--- src/verilog/eblpm_pkg.sv ---
// Constants for the low external-bus pin multiplexer: register map, fields, resets.
// Assumes a 32-bit AXI4-Lite slave with byte addresses in the low eight bits.
//
// Summary of operation
// - When port_b_line0 is not an address pin, software sets it as a GPIO input or output.
// - In bus role port_b_line0 carries addr_line_16 of external memory accesses.
// - With the bus idle, addr_line_16 and the memory control outputs float or stay driven per bus_drive_select.
// - After reset port_b_line0 starts as GPIO or address from boot select, interface mode and flash security.
// - A software write to port_b_periph_enable overrides the reset choice in every case.
// - Clearing bit 0 of port_b_pullup_enable turns the port_b_line0 pull-up off.
// - Data lines 0 to 6 carry part of the external memory data word during bus accesses.
// - With the bus idle, data lines 0 to 6 float or stay driven per bus_drive_select.
// - Each port F line 9 to 15 is set on its own as a GPIO input or output.
// - At reset the seven port F pins default to the external memory data function.
// - Clearing port_f_pullup_enable bit n turns off the pull-up of port F line n.
package eblpm_pkg;

    // ========================================================================
    // Bus geometry
    localparam int          ADDR_W      = 8;
    localparam int          PF_W        = 7;
    localparam int          PF_LO       = 9;
    localparam int          PF_HI       = 15;
    localparam int          SYNC_STAGES = 2;
    localparam logic [1:0]  RESP_OKAY   = 2'h0;
    localparam logic [1:0]  RESP_SLVERR = 2'h2;

    // ========================================================================
    // Register byte offsets
    localparam logic [7:0]  EXT_BUS_CONTROL_OFF = 8'h00;
    localparam logic [7:0]  PB_PERIPH_OFF       = 8'h04;
    localparam logic [7:0]  PB_PULLUP_OFF       = 8'h08;
    localparam logic [7:0]  PB_DIR_OFF          = 8'h0c;
    localparam logic [7:0]  PB_DATA_OFF         = 8'h10;
    localparam logic [7:0]  PB_PIN_OFF          = 8'h14;
    localparam logic [7:0]  PF_PERIPH_OFF       = 8'h18;
    localparam logic [7:0]  PF_PULLUP_OFF       = 8'h1c;
    localparam logic [7:0]  PF_DIR_OFF          = 8'h20;
    localparam logic [7:0]  PF_DATA_OFF         = 8'h24;
    localparam logic [7:0]  PF_PIN_OFF          = 8'h28;
    localparam logic [7:0]  STATUS_OFF          = 8'h2c;

    // ========================================================================
    // Field positions
    localparam int          BUS_DRIVE_SELECT_BIT = 0;
    localparam int          PORT_B_LINE0_BIT     = 0;
    localparam int          ST_BUS_ACTIVE_BIT    = 0;
    localparam int          ST_BOOT_BIT          = 1;
    localparam int          ST_MODE_BIT          = 2;
    localparam int          ST_SECURE_BIT        = 3;
    localparam int          ST_LOADED_BIT        = 4;

    // ========================================================================
    // Reset values
    localparam logic        BUS_DRIVE_RST = 1'b0;
    localparam logic        PB_PERIPH_RST = 1'b0;
    localparam logic        PB_PULLUP_RST = 1'b1;
    localparam logic        PB_DIR_RST    = 1'b0;
    localparam logic        PB_DATA_RST   = 1'b0;
    localparam logic [6:0]  PF_PERIPH_RST = 7'h7f;
    localparam logic [6:0]  PF_PULLUP_RST = 7'h7f;
    localparam logic [6:0]  PF_DIR_RST    = 7'h00;
    localparam logic [6:0]  PF_DATA_RST   = 7'h00;

endpackage : eblpm_pkg

--- src/verilog/eblpm_sync.sv ---
// Two-stage synchroniser for a group of pin inputs.
// Assumes the inputs are asynchronous levels; no reset, data only.
`timescale 1ns/1ns
`default_nettype none
module eblpm_sync #(
    parameter int W = 1
) (
    input  wire logic         clk,
    input  wire logic         ce,
    input  wire logic [W-1:0] async_in,
    output var  logic [W-1:0] sync_out
);

    logic [W-1:0] meta_reg;

    // ========================================================================
    // Stage one feeds stage two only
    always_ff @(posedge clk) begin
        if (ce) begin
            meta_reg <= async_in;
            sync_out <= meta_reg;
        end
    end

endmodule : eblpm_sync
`default_nettype wire

--- src/verilog/eblpm_pad_sel.sv ---
// Per-pad function select: bus function or general-purpose I/O.
// Assumes all inputs are on the system clock; the caller registers the outputs.
`timescale 1ns/1ns
`default_nettype none
module eblpm_pad_sel #(
    parameter int W = 1
) (
    input  wire logic [W-1:0] periph_sel,
    input  wire logic [W-1:0] gpio_out,
    input  wire logic [W-1:0] gpio_dir,
    input  wire logic [W-1:0] bus_out,
    input  wire logic [W-1:0] bus_oe,
    output wire logic [W-1:0] pad_out,
    output wire logic [W-1:0] pad_oe
);

    // ========================================================================
    // Bitwise choice between bus and GPIO paths
    assign pad_out = (periph_sel & bus_out) | (~periph_sel & gpio_out);
    assign pad_oe  = (periph_sel & bus_oe)  | (~periph_sel & gpio_dir);

endmodule : eblpm_pad_sel
`default_nettype wire

--- src/verilog/eblpm_top.sv ---
// Pin mux for addr_line_16 / port_b_line0 and data lines 0..6 / port F lines 9..15.
// Assumes an AXI4-Lite master on clk, and an external memory interface on clk.
`timescale 1ns/1ns
`default_nettype none
module eblpm_top (
    input  wire logic        clk,
    input  wire logic        reset,
    input  wire logic        ce,
    input  wire logic [7:0]  s_axi_awaddr,
    input  wire logic        s_axi_awvalid,
    output var  logic        s_axi_awready,
    input  wire logic [31:0] s_axi_wdata,
    input  wire logic [3:0]  s_axi_wstrb,
    input  wire logic        s_axi_wvalid,
    output var  logic        s_axi_wready,
    output var  logic [1:0]  s_axi_bresp,
    output var  logic        s_axi_bvalid,
    input  wire logic        s_axi_bready,
    input  wire logic [7:0]  s_axi_araddr,
    input  wire logic        s_axi_arvalid,
    output var  logic        s_axi_arready,
    output var  logic [31:0] s_axi_rdata,
    output var  logic [1:0]  s_axi_rresp,
    output var  logic        s_axi_rvalid,
    input  wire logic        s_axi_rready,
    input  wire logic        external_boot_select,
    input  wire logic        ext_interface_mode_input,
    input  wire logic        flash_secure,
    input  wire logic        emi_bus_active,
    input  wire logic        emi_addr16,
    input  wire logic [6:0]  emi_data_out,
    input  wire logic        emi_data_oe,
    output var  logic [6:0]  emi_data_in,
    output var  logic        emi_ctrl_oe,
    input  wire logic        port_b_line0_in,
    output var  logic        port_b_line0_out,
    output var  logic        port_b_line0_oe,
    output var  logic        port_b_line0_pullup,
    input  wire logic [6:0]  port_f_in,
    output var  logic [6:0]  port_f_out,
    output var  logic [6:0]  port_f_oe,
    output var  logic [6:0]  port_f_pullup
);

    // ========================================================================
    // Helpers
    function automatic logic [31:0] wr_merge(input logic [31:0] old,
                                             input logic [31:0] wd,
                                             input logic [3:0]  ws);
        logic [31:0] m;
        m = {{8{ws[3]}}, {8{ws[2]}}, {8{ws[1]}}, {8{ws[0]}}};
        return (old & ~m) | (wd & m);
    endfunction : wr_merge

    function automatic logic strap_addr_mode(input logic boot, input logic mode,
                                             input logic secure);
        return boot | (mode & ~secure);
    endfunction : strap_addr_mode

    // ========================================================================
    // State
    logic        drv_reg;
    logic        pb_per_reg;
    logic        pb_pur_reg;
    logic        pb_dir_reg;
    logic        pb_dat_reg;
    logic [6:0]  pf_per_reg;
    logic [6:0]  pf_pur_reg;
    logic [6:0]  pf_dir_reg;
    logic [6:0]  pf_dat_reg;
    logic        strap_loaded_reg;
    logic        aw_got_reg;
    logic        w_got_reg;
    logic [7:0]  awaddr_reg;
    logic [31:0] wdata_reg;
    logic [3:0]  wstrb_reg;
    logic [10:0] sync_bus;

    // ========================================================================
    // Pin synchronisers
    eblpm_sync #(.W(11)) u_sync (
        .clk      (clk),
        .ce       (ce),
        .async_in ({flash_secure, ext_interface_mode_input, external_boot_select,
                    port_f_in, port_b_line0_in}),
        .sync_out (sync_bus)
    );

    wire       pb_in_s  = sync_bus[0];
    wire [6:0] pf_in_s  = sync_bus[7:1];
    wire       boot_s   = sync_bus[8];
    wire       mode_s   = sync_bus[9];
    wire       secure_s = sync_bus[10];

    // ========================================================================
    // AXI4-Lite write path
    wire        aw_hs     = s_axi_awvalid & s_axi_awready;
    wire        w_hs      = s_axi_wvalid & s_axi_wready;
    wire        aw_have   = aw_got_reg | aw_hs;
    wire        w_have    = w_got_reg | w_hs;
    wire        do_write  = aw_have & w_have;
    wire [7:0]  waddr     = aw_hs ? s_axi_awaddr : awaddr_reg;
    wire [31:0] wdat      = w_hs ? s_axi_wdata : wdata_reg;
    wire [3:0]  wstb      = w_hs ? s_axi_wstrb : wstrb_reg;
    wire [7:0]  waddr_al  = {waddr[7:2], 2'b00};
    wire        bvalid_nx = do_write | (s_axi_bvalid & ~s_axi_bready);

    // Write decode per register
    wire wr_bcr    = do_write & (waddr_al == eblpm_pkg::EXT_BUS_CONTROL_OFF);
    wire wr_pb_per = do_write & (waddr_al == eblpm_pkg::PB_PERIPH_OFF);
    wire wr_pb_pur = do_write & (waddr_al == eblpm_pkg::PB_PULLUP_OFF);
    wire wr_pb_dir = do_write & (waddr_al == eblpm_pkg::PB_DIR_OFF);
    wire wr_pb_dat = do_write & (waddr_al == eblpm_pkg::PB_DATA_OFF);
    wire wr_pf_per = do_write & (waddr_al == eblpm_pkg::PF_PERIPH_OFF);
    wire wr_pf_pur = do_write & (waddr_al == eblpm_pkg::PF_PULLUP_OFF);
    wire wr_pf_dir = do_write & (waddr_al == eblpm_pkg::PF_DIR_OFF);
    wire wr_pf_dat = do_write & (waddr_al == eblpm_pkg::PF_DATA_OFF);
    wire wr_ok     = wr_bcr | wr_pb_per | wr_pb_pur | wr_pb_dir | wr_pb_dat |
                     wr_pf_per | wr_pf_pur | wr_pf_dir | wr_pf_dat;

    // Merged write words, current value in the documented bit positions
    wire [31:0] m_bcr = wr_merge({31'h0, drv_reg}, wdat, wstb);
    wire [31:0] m_pbp = wr_merge({31'h0, pb_per_reg}, wdat, wstb);
    wire [31:0] m_pbu = wr_merge({31'h0, pb_pur_reg}, wdat, wstb);
    wire [31:0] m_pbd = wr_merge({31'h0, pb_dir_reg}, wdat, wstb);
    wire [31:0] m_pbo = wr_merge({31'h0, pb_dat_reg}, wdat, wstb);
    wire [31:0] m_pfp = wr_merge({16'h0, pf_per_reg, 9'h0}, wdat, wstb);
    wire [31:0] m_pfu = wr_merge({16'h0, pf_pur_reg, 9'h0}, wdat, wstb);
    wire [31:0] m_pfd = wr_merge({16'h0, pf_dir_reg, 9'h0}, wdat, wstb);
    wire [31:0] m_pfo = wr_merge({16'h0, pf_dat_reg, 9'h0}, wdat, wstb);

    // Handshake flags and held address/data
    always_ff @(posedge clk) begin
        if (reset) begin
            aw_got_reg    <= 1'b0;
            w_got_reg     <= 1'b0;
            s_axi_awready <= 1'b0;
            s_axi_wready  <= 1'b0;
            s_axi_bvalid  <= 1'b0;
            s_axi_bresp   <= eblpm_pkg::RESP_OKAY;
            awaddr_reg    <= 8'h00;
            wdata_reg     <= 32'h0;
            wstrb_reg     <= 4'h0;
        end else if (ce) begin
            aw_got_reg    <= aw_have & ~do_write;
            w_got_reg     <= w_have & ~do_write;
            s_axi_awready <= ~bvalid_nx & ~(aw_have & ~do_write);
            s_axi_wready  <= ~bvalid_nx & ~(w_have & ~do_write);
            s_axi_bvalid  <= bvalid_nx;
            if (aw_hs) awaddr_reg <= s_axi_awaddr;
            if (w_hs) begin
                wdata_reg <= s_axi_wdata;
                wstrb_reg <= s_axi_wstrb;
            end
            if (do_write) s_axi_bresp <= wr_ok ? eblpm_pkg::RESP_OKAY
                                               : eblpm_pkg::RESP_SLVERR;
        end
    end

    // ========================================================================
    // Control registers
    wire strap_load = ~strap_loaded_reg;
    wire strap_mode = strap_addr_mode(boot_s, mode_s, secure_s);

    always_ff @(posedge clk) begin
        if (reset) begin
            drv_reg          <= eblpm_pkg::BUS_DRIVE_RST;
            pb_per_reg       <= eblpm_pkg::PB_PERIPH_RST;
            pb_pur_reg       <= eblpm_pkg::PB_PULLUP_RST;
            pb_dir_reg       <= eblpm_pkg::PB_DIR_RST;
            pb_dat_reg       <= eblpm_pkg::PB_DATA_RST;
            pf_per_reg       <= eblpm_pkg::PF_PERIPH_RST;
            pf_pur_reg       <= eblpm_pkg::PF_PULLUP_RST;
            pf_dir_reg       <= eblpm_pkg::PF_DIR_RST;
            pf_dat_reg       <= eblpm_pkg::PF_DATA_RST;
            strap_loaded_reg <= 1'b0;
        end else if (ce) begin
            strap_loaded_reg <= 1'b1;
            if (wr_bcr) drv_reg <= m_bcr[eblpm_pkg::BUS_DRIVE_SELECT_BIT];
            // Software write beats the strap choice
            if (wr_pb_per) pb_per_reg <= m_pbp[eblpm_pkg::PORT_B_LINE0_BIT];
            else if (strap_load) pb_per_reg <= strap_mode;
            if (wr_pb_pur) pb_pur_reg <= m_pbu[eblpm_pkg::PORT_B_LINE0_BIT];
            if (wr_pb_dir) pb_dir_reg <= m_pbd[eblpm_pkg::PORT_B_LINE0_BIT];
            if (wr_pb_dat) pb_dat_reg <= m_pbo[eblpm_pkg::PORT_B_LINE0_BIT];
            if (wr_pf_per) pf_per_reg <= m_pfp[eblpm_pkg::PF_HI:eblpm_pkg::PF_LO];
            if (wr_pf_pur) pf_pur_reg <= m_pfu[eblpm_pkg::PF_HI:eblpm_pkg::PF_LO];
            if (wr_pf_dir) pf_dir_reg <= m_pfd[eblpm_pkg::PF_HI:eblpm_pkg::PF_LO];
            if (wr_pf_dat) pf_dat_reg <= m_pfo[eblpm_pkg::PF_HI:eblpm_pkg::PF_LO];
        end
    end

    // ========================================================================
    // AXI4-Lite read path
    wire       ar_hs     = s_axi_arvalid & s_axi_arready;
    wire       rvalid_nx = ar_hs | (s_axi_rvalid & ~s_axi_rready);
    wire [7:0] raddr_al  = {s_axi_araddr[7:2], 2'b00};
    logic [31:0] rd_word;
    logic        rd_hit;

    // Read mux, port F fields at bits 15..9
    always_comb begin
        rd_word = 32'h0;
        rd_hit  = 1'b1;
        case (raddr_al)
            eblpm_pkg::EXT_BUS_CONTROL_OFF: rd_word = {31'h0, drv_reg};
            eblpm_pkg::PB_PERIPH_OFF:       rd_word = {31'h0, pb_per_reg};
            eblpm_pkg::PB_PULLUP_OFF:       rd_word = {31'h0, pb_pur_reg};
            eblpm_pkg::PB_DIR_OFF:          rd_word = {31'h0, pb_dir_reg};
            eblpm_pkg::PB_DATA_OFF:         rd_word = {31'h0, pb_dat_reg};
            eblpm_pkg::PB_PIN_OFF:          rd_word = {31'h0, pb_in_s};
            eblpm_pkg::PF_PERIPH_OFF:       rd_word = {16'h0, pf_per_reg, 9'h0};
            eblpm_pkg::PF_PULLUP_OFF:       rd_word = {16'h0, pf_pur_reg, 9'h0};
            eblpm_pkg::PF_DIR_OFF:          rd_word = {16'h0, pf_dir_reg, 9'h0};
            eblpm_pkg::PF_DATA_OFF:         rd_word = {16'h0, pf_dat_reg, 9'h0};
            eblpm_pkg::PF_PIN_OFF:          rd_word = {16'h0, pf_in_s, 9'h0};
            eblpm_pkg::STATUS_OFF:          rd_word = {27'h0, strap_loaded_reg, secure_s,
                                                       mode_s, boot_s, emi_bus_active};
            default:                        rd_hit  = 1'b0;
        endcase
    end

    // Read response register
    always_ff @(posedge clk) begin
        if (reset) begin
            s_axi_arready <= 1'b0;
            s_axi_rvalid  <= 1'b0;
            s_axi_rdata   <= 32'h0;
            s_axi_rresp   <= eblpm_pkg::RESP_OKAY;
        end else if (ce) begin
            s_axi_arready <= ~rvalid_nx;
            s_axi_rvalid  <= rvalid_nx;
            if (ar_hs) begin
                s_axi_rdata <= rd_word;
                s_axi_rresp <= rd_hit ? eblpm_pkg::RESP_OKAY : eblpm_pkg::RESP_SLVERR;
            end
        end
    end

    // ========================================================================
    // Pad function select
    wire       pb_bus_oe = emi_bus_active | drv_reg;
    wire [6:0] pf_bus_oe = emi_bus_active ? {7{emi_data_oe}} : {7{drv_reg}};
    wire       pb_out_c;
    wire       pb_oe_c;
    wire [6:0] pf_out_c;
    wire [6:0] pf_oe_c;

    eblpm_pad_sel #(.W(1)) u_pad_b (
        .periph_sel (pb_per_reg),
        .gpio_out   (pb_dat_reg),
        .gpio_dir   (pb_dir_reg),
        .bus_out    (emi_addr16),
        .bus_oe     (pb_bus_oe),
        .pad_out    (pb_out_c),
        .pad_oe     (pb_oe_c)
    );

    eblpm_pad_sel #(.W(7)) u_pad_f (
        .periph_sel (pf_per_reg),
        .gpio_out   (pf_dat_reg),
        .gpio_dir   (pf_dir_reg),
        .bus_out    (emi_data_out),
        .bus_oe     (pf_bus_oe),
        .pad_out    (pf_out_c),
        .pad_oe     (pf_oe_c)
    );

    // Registered pad drives; reset floats outputs with pull-ups on
    always_ff @(posedge clk) begin
        if (reset) begin
            port_b_line0_out    <= 1'b0;
            port_b_line0_oe     <= 1'b0;
            port_b_line0_pullup <= eblpm_pkg::PB_PULLUP_RST;
            port_f_out          <= 7'h00;
            port_f_oe           <= 7'h00;
            port_f_pullup       <= eblpm_pkg::PF_PULLUP_RST;
            emi_data_in         <= 7'h00;
            emi_ctrl_oe         <= 1'b0;
        end else if (ce) begin
            port_b_line0_out    <= pb_out_c;
            port_b_line0_oe     <= pb_oe_c;
            port_b_line0_pullup <= pb_pur_reg;
            port_f_out          <= pf_out_c;
            port_f_oe           <= pf_oe_c;
            port_f_pullup       <= pf_pur_reg;
            emi_data_in         <= pf_in_s;
            emi_ctrl_oe         <= pb_bus_oe;
        end
    end

    // Clock-enable history for the checks; left free-running on purpose
    logic ce_d1_reg;
    logic ce_d2_reg;

    always_ff @(posedge clk) begin
        ce_d1_reg <= ce;
        ce_d2_reg <= ce_d1_reg;
    end

    wire ce_hist = ce_d1_reg & ce_d2_reg;
endmodule : eblpm_top
`default_nettype wire

--- config.mk ---
export PLATFORM = sky130hd
export DESIGN_NAME = eblpm_top
export DESIGN_NICKNAME = d
export VERILOG_FILES = /design/src/verilog/eblpm_pkg.sv /design/src/verilog/eblpm_sync.sv /design/src/verilog/eblpm_pad_sel.sv /design/src/verilog/eblpm_top.sv
export SDC_FILE = /design/constraint.sdc
export NUM_CORES = 1
export LEC_CHECK = 0
export BUFFER_PORTS_ARGS = -buffer_cell sky130_fd_sc_hd__buf_2
export CAP_MARGIN = 20
export CORE_AREA = 2 2 110 112
export CTS_BUF_LIST = sky130_fd_sc_hd__clkbuf_2 sky130_fd_sc_hd__clkbuf_4 sky130_fd_sc_hd__clkbuf_8
export DETAILED_ROUTE_END_ITERATION = 6
export DIE_AREA = 0 0 112 114
export GPL_TIMING_DRIVEN = 0
export HOLD_SLACK_MARGIN = 0.15
export PLACE_DENSITY = 0.8
export SLEW_MARGIN = 30
export SYNTH_ARGS = -nofsm -noshare
export SYNTH_HDL_FRONTEND = slang
export SYNTH_SLANG_ARGS = --single-unit
export TNS_END_PERCENT = 20
--- constraint.sdc ---
create_clock -name clk -period 4.3 [get_ports clk]
set_input_delay 0.86 -clock clk [delete_from_list [all_inputs] [get_ports clk]]
set_output_delay 0.86 -clock clk [all_outputs]
set_load 0.02 [all_outputs]
## Word level (Yosys, flattened, before mapping)

Cells that the tools add are included.

| word-level totals | value |
|---|---|
| logic and storage cells | 155 |
| bits in writable memories | 0 |
| latch bits | 0 |
| ROM bits | 0 |
| register bits | 175 |
| input port bits | 81 |
| output and inout port bits | 73 |
| memories kept | 0 |

| cells by class | value |
|---|---|
| divide/modulo/power cells | 0 |
| mux-type cells | 10 |
| add/sub/neg operators | 0 |
| shift-type cells | 0 |
| multiply operators | 0 |
| order comparisons | 0 |
| bitwise logic cells | 76 |
| equality and inequality tests | 20 |
| reductions and logical operators | 15 |

Operators by type and width:

| operator | count |
|---|---|
| $pmux W16 S12 | 1 |
| $and A16 B16 Y16 | 5 |
| $or A16 B16 Y16 | 4 |
| $eq A6 B3 Y1 const B | 7 |
| $eq A6 B4 Y1 const B | 6 |
| $mux W32 | 1 |
| $and A1 B1 Y1 | 29 |
| $and A7 B7 Y7 | 4 |
| $eq A6 B2 Y1 const B | 4 |
| $reduce_and A2 Y1 | 12 |
| $or A1 B1 Y1 | 21 |
| $logic_not A8 Y1 | 2 |
| $not A16 Y16 | 1 |
| $or A7 B7 Y7 | 2 |
| $eq A6 B1 Y1 const B | 2 |
| $reduce_or A12 Y1 | 1 |
| $not A1 Y1 | 9 |
| $mux W8 | 1 |
| $mux W7 | 1 |
| $not A7 Y7 | 1 |
| $mux W2 | 2 |
| $mux W4 | 1 |
| $mux W1 | 3 |
| $ne A2 B1 Y1 const B | 1 |

## Longest topological paths before layout

Gate-level depths: netlist of run 1.

| logic depth | value |
|---|---|
| depth in word-level cells | 13 |
| depth in mapped cells | 6 |
| mapped depth without buffers | 4 |

## Hierarchy

A second synthesis of run 1 with hierarchy kept.

| second synthesis, totals | value |
|---|---|
| cells, all modules | 534 |
| area total of the unflattened synthesis | 5486.5 sq um |

Modules (own cells, without submodules):

| module | cells an instance | area each (sq um) | instances | seq. area each (sq um) |
|---|---|---|---|---|
| eblpm_top | 496 | 4600.7 | 1 | 2062.0 |
| eblpm_sync | 22 | 660.6 | 1 | 660.6 |
| eblpm_pad_sel (u_pad_f) | 14 | 202.7 | 1 | 0.0 |
| eblpm_pad_sel (u_pad_b) | 2 | 22.5 | 1 | 0.0 |

## Least setup slack after synthesis of run 1

No wires, ideal clock.

| timing | value |
|---|---|
| path kind | input to register |
| from | input port s_axi_wvalid |
| to | register (tool-made name) |
| slack | 2139 ps |
| path buffers | 2 |
| stages | 6 |
| required time | 4177 ps |
| library setup time | 123 ps |
| arrival | 2038 ps |
| path through | buf_6 -> and2_4 -> buf_6 -> o21ai_4 -> nand4_4 -> mux2_1 |

RTL lines:

| element | line | text |
|---|---|---|
| start: declaration | eblpm_top.sv:14 | `input wire logic s_axi_wvalid,` |

## Worst setup path after layout of run 1

| timing | value |
|---|---|
| from | input port ce |
| to | register s_axi_rdata[0] |

| between the ends | value |
|---|---|
| longest elaborated chain between the ends | 1 |

Ends and longest elaborated chain:

| element | line | text |
|---|---|---|
| start: declaration | eblpm_top.sv:8 | `input wire logic ce,` |
| $reduce_and A2 Y1 (no source line) | -- |  |
| end signal: assignment | eblpm_top.sv:234 | `s_axi_rdata <= rd_word;` |
| end: declaration | eblpm_top.sv:22 | `output var logic [31:0] s_axi_rdata,` |

Every way passes these cells.
A chain may end at the register's enable or synchronous reset.

==> results of run 1 <==
==> kinds of logic after synthesis <==
logic type | count (synthesis) | share of synthesized area (%)
multiplexers | 78 | 14.2
other | 1 | 0.0664
flip-flops | 125 | 48.2
buffers and inverters | 60 | 6.05
AND/OR/NAND/NOR | 188 | 17.2
AO/OA/AOI/OAI | 108 | 14.3
==> path summary, 6_finish.rpt <==
path | start | endpoint | depth (start not counted)
worst min-delay path | u_sync.meta_reg[2]$_DFFE_PP_ | u_sync.sync_out[2]$_DFFE_PP_ | 0
worst max-delay path | ce | s_axi_rdata[0]$_SDFFE_PP0P_ | 7
worst min register to register | u_sync.meta_reg[2]$_DFFE_PP_ | u_sync.sync_out[2]$_DFFE_PP_ | 0
worst max register to register | s_axi_awready$_SDFFE_PP0P_ | flop | 5
==> through the flow <==
step | hold WS [ns] | utilization (%) | instances
global route | 0.430 | 58.3 | 860
CTS | 0.423 | 58.3 | 860
floorplan | 0.400 | - | 581
detailed placement | 0.406 | 54.7 | 828
finish | 0.420 | 58.3 | 860
global placement | 0.401 | 54.7 | 828
==> power groups by stage <==
stage	clock, mW	sequential, mW	combinational, mW
detailed placement	0	1.28	0.273
floorplan	0	1.29	0.159
finish	1.08	1.26	0.277
CTS	1.09	1.25	0.274
global placement	0	1.28	0.267
global route	1.15	1.26	0.299
==> layer usage <==
metal,part of all wire [%],global-route usage (%)
met1,43,30.1
met2,47,39.6
met3,7.4,5.63
met4,2.9,9.76
met5,0,0
==> worst max-delay path: stages <==
cell and delay [ns]:
buf_2 0.40, buf_2 0.27, nand3_1 0.36, nand2b_1 0.28, clkbuf_1 0.21, nor4_1 0.30
a211o_1 0.14
==> cell usage after synthesis (7+ instances only) <==
library cell	n
nand3_1	8
nor2_1	72
nand2b_1	8
buf_4	23
edfxtp_1	22
a21oi_1	29
o2bb2ai_1	7
o21ai_0	10
dfxtp_1	103
nor2b_1	17
nand2_1	45
a222oi_1	8
a211oi_1	21
mux2i_1	62
mux2_2	14
clkbuf_1	17
and2_1	10
==> area by class of cell <==
cell class / instances / area [um^2]
buffer: 55 / 323
clock buffer: 25 / 307
clock inverter: 7 / 114
fill: 1047 / 4880
inverter: 5 / 18.8
multi-input combinational: 396 / 2660
sequential: 125 / 2720
tap: 147 / 184
timing repair buffer: 100 / 500
==> run summary, run 1 <==
run status = finished clean
Worst Setup End Kind = flop
grt total ovfl = 0
Starting Density = 48.2%
startpoint types = input port
area leader, netlist = dfxtp_1
gr usage total = 23.8%
post-CTS setup buffer count = 0
setup slack, reg-to-reg = 2.40 ns
routed vias/inst = 5.55
CTS H-tree lvls = 4
syn_area_per_cell = 10.1 um^2
internal power = 1.97 mW
worst skew pair latency = 0.44 ns
post-synthesis cell type count = 58
Final ANT Viol Nets = 0
Pre-antenna DRT Iters = 6
num ports = 154
CTS tree = yes
Port Buf Inserts = 100
switching share of power = 24.4%
largest net degree at the start of global routing = 24
WP data required = 4.68 ns
Vias = 4773
clock period minus final worst setup slack = 2.46 ns
post-synth top area share = 36.5%
top_reg_cell synth = dfxtp_1
fin. max-slew vios = 0
Reg power frac = 48.1%
Seq/Total Area, Yosys = 48.2%
Post-synth EDFFs = 22
Comb pwr share = 10.6%
vias in the first global route = 4631
1st-iter DRT viols = 373
Mapped Area = 5650 um^2
Area contributors post-synth = dfxtp_1 (37%), edfxtp_1 (12%), mux2i_1 (11%)
Die X = 112 um
final setup fails = 0
unrepaired setup endpoints after global routing = no
Rel. slew slack = 35.1%
first-pass GRT wire length = 23700 um
wire length per cell = 17.4 um
worst vdd ir = 298 uV
ys async rst share = 0%
post-DP HPWL = 11300 um
Clock power frac = 41.3%
share of cells above drive strength 1 = 27.6%
CTS sink cnt = 125
maximum net fanout on the critical path = 23
WS Path Type = input port to flop
clock-pin slew on the worst setup and hold paths = 0.07 ns
row count = 40
hold buffers post-CTS = 0
Area Overhead vs Synth = 21.0%
Final WS setup = 1.84 ns
crit share post-route = 57.2%
Slew @ Worst Pin = 0.969 ns
hold crit path type = flop to flop
clock tree root driver cell = clkbuf_8
Placed Area = 6410 um^2
post-route setup TNS = 0 ns
post_cts resized = 0
clock buffer depth = 2
Die Y = 114 um
Max Fclk = 0.406 GHz
Static Leak = 3.10 nW
Setup WS pre-CTS = 1.42 ns
Gate Count Post-Synth = 560
number of remaining DRC errors = 0
die area = 12800 um^2
final net count = 781
most frequent cells in the layout = buf_2 (106), dfxtp_1 (103), nor2_1 (72), mux2i_1 (62), nand2_1 (45)
final hold vios = 0
Post-Route WL = 14900 um
net load switching power = 638 uW
n_diodes = 0
Final Power = 2.61 mW
Final Cell Area = 6830 um^2
power density over the cells = 382 nW/um^2
maxcap violations = 0
antenna violations before repair = 0
Yosys reg bits = 125
core area = 11700 um^2
most common cell after layout, fill and taps aside = buf_2
Num CTS Buffers = 17
worst clock skew = 0.00882 ns
RePlAce Congestion = 0.893
count of warnings emitted by yosys = 0
critical path arrival = 2.84 ns
(Power assumes the default switching activity.)
==> inputs of run 2 (changes only) <==
--- a/config.mk
+++ b/config.mk
@@ -5,15 +5,16 @@
 export SDC_FILE = /design/constraint.sdc
 export NUM_CORES = 1
 export LEC_CHECK = 0
+export ABC_AREA = 1
 export BUFFER_PORTS_ARGS = -buffer_cell sky130_fd_sc_hd__buf_2
 export CAP_MARGIN = 20
-export CORE_AREA = 2 2 110 112
+export CORE_AREA = 2 2 111 113
 export CTS_BUF_LIST = sky130_fd_sc_hd__clkbuf_2 sky130_fd_sc_hd__clkbuf_4 sky130_fd_sc_hd__clkbuf_8
 export DETAILED_ROUTE_END_ITERATION = 6
-export DIE_AREA = 0 0 112 114
+export DIE_AREA = 0 0 113 115
 export GPL_TIMING_DRIVEN = 0
 export HOLD_SLACK_MARGIN = 0.15
-export PLACE_DENSITY = 0.8
+export PLACE_DENSITY = 0.82
 export SLEW_MARGIN = 30
 export SYNTH_ARGS = -nofsm -noshare
 export SYNTH_HDL_FRONTEND = slang
==> constraint.sdc (replaced) <==
create_clock -name clk -period 2 [get_ports clk]
set_input_delay 0.4 -clock clk [delete_from_list [all_inputs] [get_ports clk]]
set_output_delay 0.4 -clock clk [all_outputs]
set_load 0.02 [all_outputs]
==> run 2 against run 1 <==
The flow now finishes with violations (DRC). Synthesized cell count up 30%. Worst setup slack lost 1.7 ns. Final area increased by 2.1%. Total power grew 120%. Count of clock-buffer cells in the layout decreased by 5. Sequential power up 120%. Die area grew 1.8%. Wire length grew 1.0%. Clock skew increased by 0.0025 ns. Cell count increased by 21%. Non-clock buffer count is 7 higher. Clock power grew 120%. Critical path type unchanged. Critical endpoint is now port_f_out[5]$_SDFFE_PP0P_. Largest cell class unchanged. Largest power group unchanged. Highest routed layer unchanged.
==> run summary, run 2 <==
run status = complete, but fails checks
failing checks = DRC
Worst Setup End Kind = flop
number of remaining DRC errors = 7 (+7)
startpoint types = input port
CTS H-tree lvls = 4 (unchanged)
post-synthesis cell type count = 35 (-40%)
Crit path top cell by count = buf_2
layout filler cell count = 1104 (+5.4%)
Max Fclk = 0.552 GHz
final hold vios = 0 (unchanged)
Static Leak = 3.38 nW (+9.3%)
Final WS setup = 0.187 ns (-1.65 ns)
post-route non-filler standard cell count = 1037 (+21%)
RePlAce Congestion = 0.944 (+5.7%)
antenna violations before repair = 0 (unchanged)
num ports = 154 (unchanged)
Port Buf Inserts = 100 (unchanged)
Rel. slew slack = 51.6% (+16 points)
WP data required = 2.39 ns (-2.29 ns)
routed vias/inst = 4.99 (-10%)
Setup WS pre-CTS = -0.392 ns (-1.81 ns)
clock tree root driver cell = clkbuf_8
CP max stage delay = 0.49 ns (+0.09 ns)
Gate Count Post-Synth = 727 (+30%)
post-DP HPWL = 11100 um (-1.6%)
clock-pin slew on the worst setup and hold paths = 0.07 ns (about the same)
post_cts resized = 0 (unchanged)
row count = 40 (unchanged)
WS Path Type = input port to flop
setup slack, reg-to-reg = 0.32 ns (-2.08 ns)
wire length per cell = 14.6 um (-16%)
Adder-Cell Fraction of Synth Area = 0% (unchanged)
first-pass GRT wire length = 24600 um (+3.8%)
crit-path cells = buf_2 > buf_2 > buf_2 > buf_1 > o211ai_1 > inv_1
DP Cell Count = 995 (+20%)
share of cells above drive strength 1 = 21.9% (-5.7 points)
Mapped Area = 5670 um^2 (+0.47%)
clock buffer depth = 2 (unchanged)
clock period minus final worst setup slack = 1.81 ns
post-synthesis mux area share = 0% (-14 points)
area leader, netlist = dfxtp_1
WHS = 0.240 ns (-0.179 ns)
worst skew pair latency = 0.45 ns (about the same)
Post-synth top cells = nand2_1 (137), inv_1 (105), dfxtp_1 (103), a21oi_1 (76), o21ai_0 (59)
Placed Area = 6430 um^2 (+0.41%)
most frequent cell after synthesis = nand2_1
crit share post-route = 90.6%
hold crit path type = input port to flop
gr usage total = 24.4% (+0.57 points)
critical path arrival = 2.20 ns (-0.64 ns)
fin. max-slew vios = 0 (unchanged)
maxcap violations = 0 (unchanged)
most frequent cells in the layout = nand2_1 (137), buf_2 (105), inv_1 (105), dfxtp_1 (103), a21oi_1 (76)
Pre-antenna DRT Iters = 7 (+1)
post-route setup TNS = 0 ns (unchanged)
count of warnings emitted by yosys = 0 (unchanged)
largest family of logic cells by synthesized area = simple AND/OR/NAND/NOR gates
unrepaired setup endpoints after global routing = no
1st-iter DRT viols = 447 (+20%)
xor/xnor cell area share of the yosys netlist = 0% (unchanged)
Slew @ Worst Pin = 0.719 ns (-0.250 ns)
Num CTS Buffers = 17 (unchanged)
post-synth top area share = 36.4% (-0.17 points)
critical path's slowest cell = buf_1
final setup fails = 0 (unchanged)
Final Cell Area = 6970 um^2 (+2.1%)
core area = 11800 um^2 (+0.85%)
top_reg_cell synth = dfxtp_1
most common cell after layout, fill and taps aside = nand2_1
power density over the cells = 833 nW/um^2 (+120%)
Post-synth EDFFs = 22 (unchanged)
worst vdd ir = 519 uV (+74%)
syn_area_per_cell = 7.80 um^2 (-23%)
Vias = 5173 (+8.4%)
final core occ = 59.0% (+0.70 points)
grt total ovfl = 0 (unchanged)
Post-Route WL = 15100 um (+1.0%)
Simple-Gate Fraction of Synth Area = 19.8% (+2.6 points)
Final ANT Viol Nets = 0 (unchanged)
CTS tree = yes
Die Y = 115 um (+0.88%)
largest net degree at the start of global routing = 24 (unchanged)
Compound-Gate Fraction of Synth Area = 19.2% (+4.9 points)
Seq/Total Area, Yosys = 48.0% (-0.22 points)
Final Power = 5.81 mW (+120%)
Yosys reg bits = 125 (unchanged)
maximum net fanout on the critical path = 23 (unchanged)
worst clock skew = 0.0113 ns (+0.00248 ns)
Area contributors post-synth = dfxtp_1 (36%), edfxtp_1 (12%), nand2_1 (9.1%)
Starting Density = 48.0% (-0.19 points)
Area Overhead vs Synth = 22.9%
n_diodes = 0 (unchanged)
ys async rst share = 0% (unchanged)
Die X = 113 um (+0.89%)
final net count = 958 (+23%)
die area = 13000 um^2 (+1.8%)
vias in the first global route = 5028 (+8.6%)
CTS sink cnt = 125 (unchanged)
[run 2: cell types whose count changed in the layout (fill, tap and decap cells not counted), sizes merged, moves of 12 or more]
cell    delta
a21oi     +47
inv      +107
mux2      -16
nor2      -18
nand2    +103
and2      -12
mux2i     -62
nand3     +26
o21ai     +55
nor2b     -17
o211ai    +39
a211oi    -22
[run 2: area by class of cell]
type                            count  area [um^2]  area share, %
Clock inverter                     12          160           2.30
Sequential cell                   125         2720           39.1
Buffer                             51          310           4.45
Inverter                          110          422           6.05
Multi-Input combinational cell    461         2290           32.9
Tap cell                          147          184           2.64
Timing Repair Buffer              111          611           8.76
Clock buffer                       20          269           3.86
[run 2: timing repair]
item,CTS,global route
hold buffers,11,0
setup endpoints to repair,0,9
hold endpoints to repair,11,0
setup buffers,0,0
[run 2: kinds of logic after synthesis]
kind of cell           Yosys count
buffers and inverters          162
other                            1
flip-flops                     125
AND/OR/NAND/NOR                246
AO/OA/AOI/OAI                  193
[run 2: path summary, 6_finish.rpt]
kind                                   to                          from  cells after the start
max            port_f_out[5]$_SDFFE_PP0P_                            ce                      6
min            s_axi_arready$_SDFFE_PP0P_                  s_axi_rready                      3
max reg2reg                          flop     s_axi_wready$_SDFFE_PP0P_                     10
min reg2reg  u_sync.sync_out[5]$_DFFE_PP_  u_sync.meta_reg[5]$_DFFE_PP_                      0
[run 2: metal layers]
metal	vias to the layer above	GRT usage, %	routed length [um]
met5	-	0	0
met1	2306	31.0	6630
met4	0	10.6	435
li1	2634	-	-
met3	38	6.22	1080
met2	195	39.7	6950
[run 2: critical path: cells and delay by family]
kind,cells,cell delay (ns)
buffers and inverters,5,1.62
AO/OA/AOI/OAI,1,0.17
[run 2: power breakdown]
group,leakage [nW],switching (mW),internal (mW)
logic,2.12,0.459,0.233
registers,1.06,0.0503,2.67
clock network,0.206,1.07,1.32
==> inputs of run 3 (changes only) <==
--- a/config.mk
+++ b/config.mk
@@ -5,7 +5,6 @@
 export SDC_FILE = /design/constraint.sdc
 export NUM_CORES = 1
 export LEC_CHECK = 0
-export ABC_AREA = 1
 export BUFFER_PORTS_ARGS = -buffer_cell sky130_fd_sc_hd__buf_2
 export CAP_MARGIN = 20
 export CORE_AREA = 2 2 111 113
==> run 3 against run 2 <==
The flow still finishes with violations (DRC). Wire length down 0.96%. Sequential share of layout area down 0.51 points. Utilization up 0.77 points. Count of clock-buffer cells in the layout down 1. Critical path type is now flop to flop.
==> run summary, run 3 (same netlist as run 1, synthesis figures left out) <==
Clock power frac = 46.1% (+4.9 points)
hold crit path type = input port to flop
share of cells above drive strength 1 = 27.5% (+5.6 points)
Placed Area = 6410 um^2 (-0.41%)
Slew @ Worst Pin = 0.756 ns (+0.0374 ns)
run status = complete, but fails checks
startpoint types = flop
critical path arrival = 2.17 ns (-0.03 ns)
row count = 40 (unchanged)
Static Leak = 3.18 nW (-5.9%)
Rel. slew slack = 49.4% (-2.1 points)
most frequent cells in the layout = buf_2 (105), dfxtp_1 (103), nor2_1 (72), mux2i_1 (62), nand2_1 (45)
1st-iter DRT viols = 321 (-28%)
crit share post-route = 92.0% (+1.4 points)
num ports = 154 (unchanged)
worst r2r src = s_axi_awready$_SDFFE_PP0P_
unrepaired setup endpoints after global routing = no
Final WS setup = 0.160 ns (-0.0274 ns)
net load switching power = 1.46 mW (-7.7%)
first-pass GRT wire length = 23600 um (-4.0%)
failing checks = DRC
Final Power = 6.15 mW (+5.8%)
CP Launch Point = s_axi_awready$_SDFFE_PP0P_
final hold vios = 0 (unchanged)
antenna violations before repair = 0 (unchanged)
CTS sink cnt = 125 (unchanged)
Post-Route WL = 15000 um (-0.96%)
wire length per cell = 17.2 um (+18%)
vias in the first global route = 4645 (-7.6%)
Port Buf Inserts = 100 (unchanged)
switching share of power = 23.7% (-3.5 points)
critical path's slowest cell = o21ai_1
final setup fails = 0 (unchanged)
most common cell after layout, fill and taps aside = buf_2
Setup WS pre-CTS = -0.484 ns (-0.0926 ns)
Reg power frac = 43.9% (-3.0 points)
maxcap violations = 0 (unchanged)
die area = 13000 um^2 (unchanged)
clock period minus final worst setup slack = 1.84 ns (+0.0274 ns)
core area = 11800 um^2 (unchanged)
layout filler cell count = 999 (-9.5%)
Final ANT Viol Nets = 0 (unchanged)
Final Cell Area = 7060 um^2 (+1.3%)
internal power = 4.69 mW (+11%)
Comb pwr share = 10.0% (-1.9 points)
Pre-antenna DRT Iters = 7 (unchanged)
RePlAce Congestion = 0.902 (-4.5%)
n_diodes = 0 (unchanged)
Area Overhead vs Synth = 25.1%
CTS H-tree lvls = 4 (unchanged)
maximum net fanout on the critical path = 10 (-57%)
gr usage total = 23.3% (-1.1 points)
power density over the cells = 871 nW/um^2 (+4.5%)
final net count = 792 (-17%)
Vias = 4746 (-8.3%)
WP data required = 2.33 ns (-0.06 ns)
WS Path Type = flop to flop
crit-path cells = and2_1 > buf_2 > o21ai_1 > nand4_4 > mux2_1
R2R depth = 5 (-5)
number of remaining DRC errors = 11 (+4)
setup slack, reg-to-reg = 0.16 ns (-0.16 ns)
Die Y = 115 um (unchanged)
clock buffer depth = 2 (unchanged)
Worst Setup End Kind = flop
post-DP HPWL = 11300 um (+1.2%)
Max Fclk = 0.543 GHz (-1.5%)
routed vias/inst = 5.45 (+9.2%)
Starting Density = 47.8% (-0.22 points)
largest net degree at the start of global routing = 24 (unchanged)
worst clock skew = 0.00673 ns (-0.00457 ns)
Die X = 113 um (unchanged)
worst skew pair latency = 0.45 ns (about the same)
worst hold stages = 3 (unchanged)
fin. max-slew vios = 0 (unchanged)
WHS = 0.199 ns (-0.0413 ns)
clock tree root driver cell = clkbuf_8
worst vdd ir = 503 uV (-3.2%)
CP max stage delay = 0.46 ns (-0.03 ns)
Num CTS Buffers = 17 (unchanged)
CTS tree = yes
clock-pin slew on the worst setup and hold paths = 0.07 ns (about the same)
grt total ovfl = 0 (unchanged)
[run 3: cell count changes in the layout (fill, tap and decap cells not counted), moves of 10 or more]
cell | previous run | this run
a211oi_1 | 0 | 21
a21oi_1 | 76 | 29
and2_1 | 0 | 10
inv_1 | 105 | 4
mux2_2 | 0 | 14
mux2i_1 | 0 | 62
nand2_1 | 137 | 45
nand3_1 | 32 | 7
nor2_1 | 45 | 72
nor2b_1 | 0 | 17
o211ai_1 | 39 | 0
o21ai_0 | 59 | 10
[run 3: stage by stage]
stage / TNS [ns] / cells / utilization, %
2_1_floorplan: 0 / 581 / -
3_3_place_gp: -14.52 / 828 / 54.3
3_5_place_dp: -19.16 / 828 / 54.3
4_1_cts: 0 / 871 / 59.6
5_1_grt: 0 / 871 / 59.8
6_report: 0 / 871 / 59.8
[run 3: worst min-delay path by stage]
stage                                              end  slack (ns)                          from
after floorplan           u_sync.sync_out[0]$_DFFE_PP_        0.40  u_sync.meta_reg[0]$_DFFE_PP_
after detailed placement  u_sync.sync_out[5]$_DFFE_PP_        0.40  u_sync.meta_reg[5]$_DFFE_PP_
after global placement    u_sync.sync_out[2]$_DFFE_PP_        0.40  u_sync.meta_reg[2]$_DFFE_PP_
final                       wdata_reg[14]$_SDFFE_PP0P_        0.20               s_axi_wdata[14]
after CTS                   wdata_reg[14]$_SDFFE_PP0P_        0.18               s_axi_wdata[14]
after global routing        wdata_reg[14]$_SDFFE_PP0P_        0.21               s_axi_wdata[14]
[run 3: what timing repair did]
action / in CTS / in global routing
hold buffers: 11 / 0
setup buffers: 0 / 0
gates resized for setup: 1 / 2
pin swaps: 0 / 0
endpoints found under the setup margin: 1 / 2
endpoints found under the hold margin: 11 / 0
[run 3: layer usage]
layer,vias up,GRT usage (%),wire [um]
met2,195,38.6,7050
met5,-,0,0
met1,2235,29.1,6450
met3,33,6.22,1120
li1,2283,-,-
met4,0,9.67,339
[run 3: power groups by stage]
stage                     sequential (mW)  combinational (mW)  clock [mW]
final                                2.70               0.613        2.84
after global routing                 2.70               0.660        2.98
after CTS                            2.70               0.603        2.87
after detailed placement             2.75               0.583           0
after global placement               2.75               0.571           0
after floorplan                      2.78               0.341           0
[run 3: critical path, delay by kind of cell (launching register included)]
family / cells / cell delay, ns
compound gates: 1 / 0.46
simple gates: 2 / 0.38
mux: 1 / 0.37
buf+inv: 1 / 0.17
flops: 1 / 0.35
[run 3: final cells by class]
cell class | instances | area, um^2 | share of cell area [%]
Buffer | 55 | 323 | 4.57
Inverter | 5 | 18.8 | 0.266
Multi-Input combinational cell | 396 | 2680 | 38.0
Timing Repair Buffer | 111 | 613 | 8.68
Clock buffer | 19 | 262 | 3.70
Clock inverter | 13 | 259 | 3.67
Tap cell | 147 | 184 | 2.60
Sequential cell | 125 | 2720 | 38.6
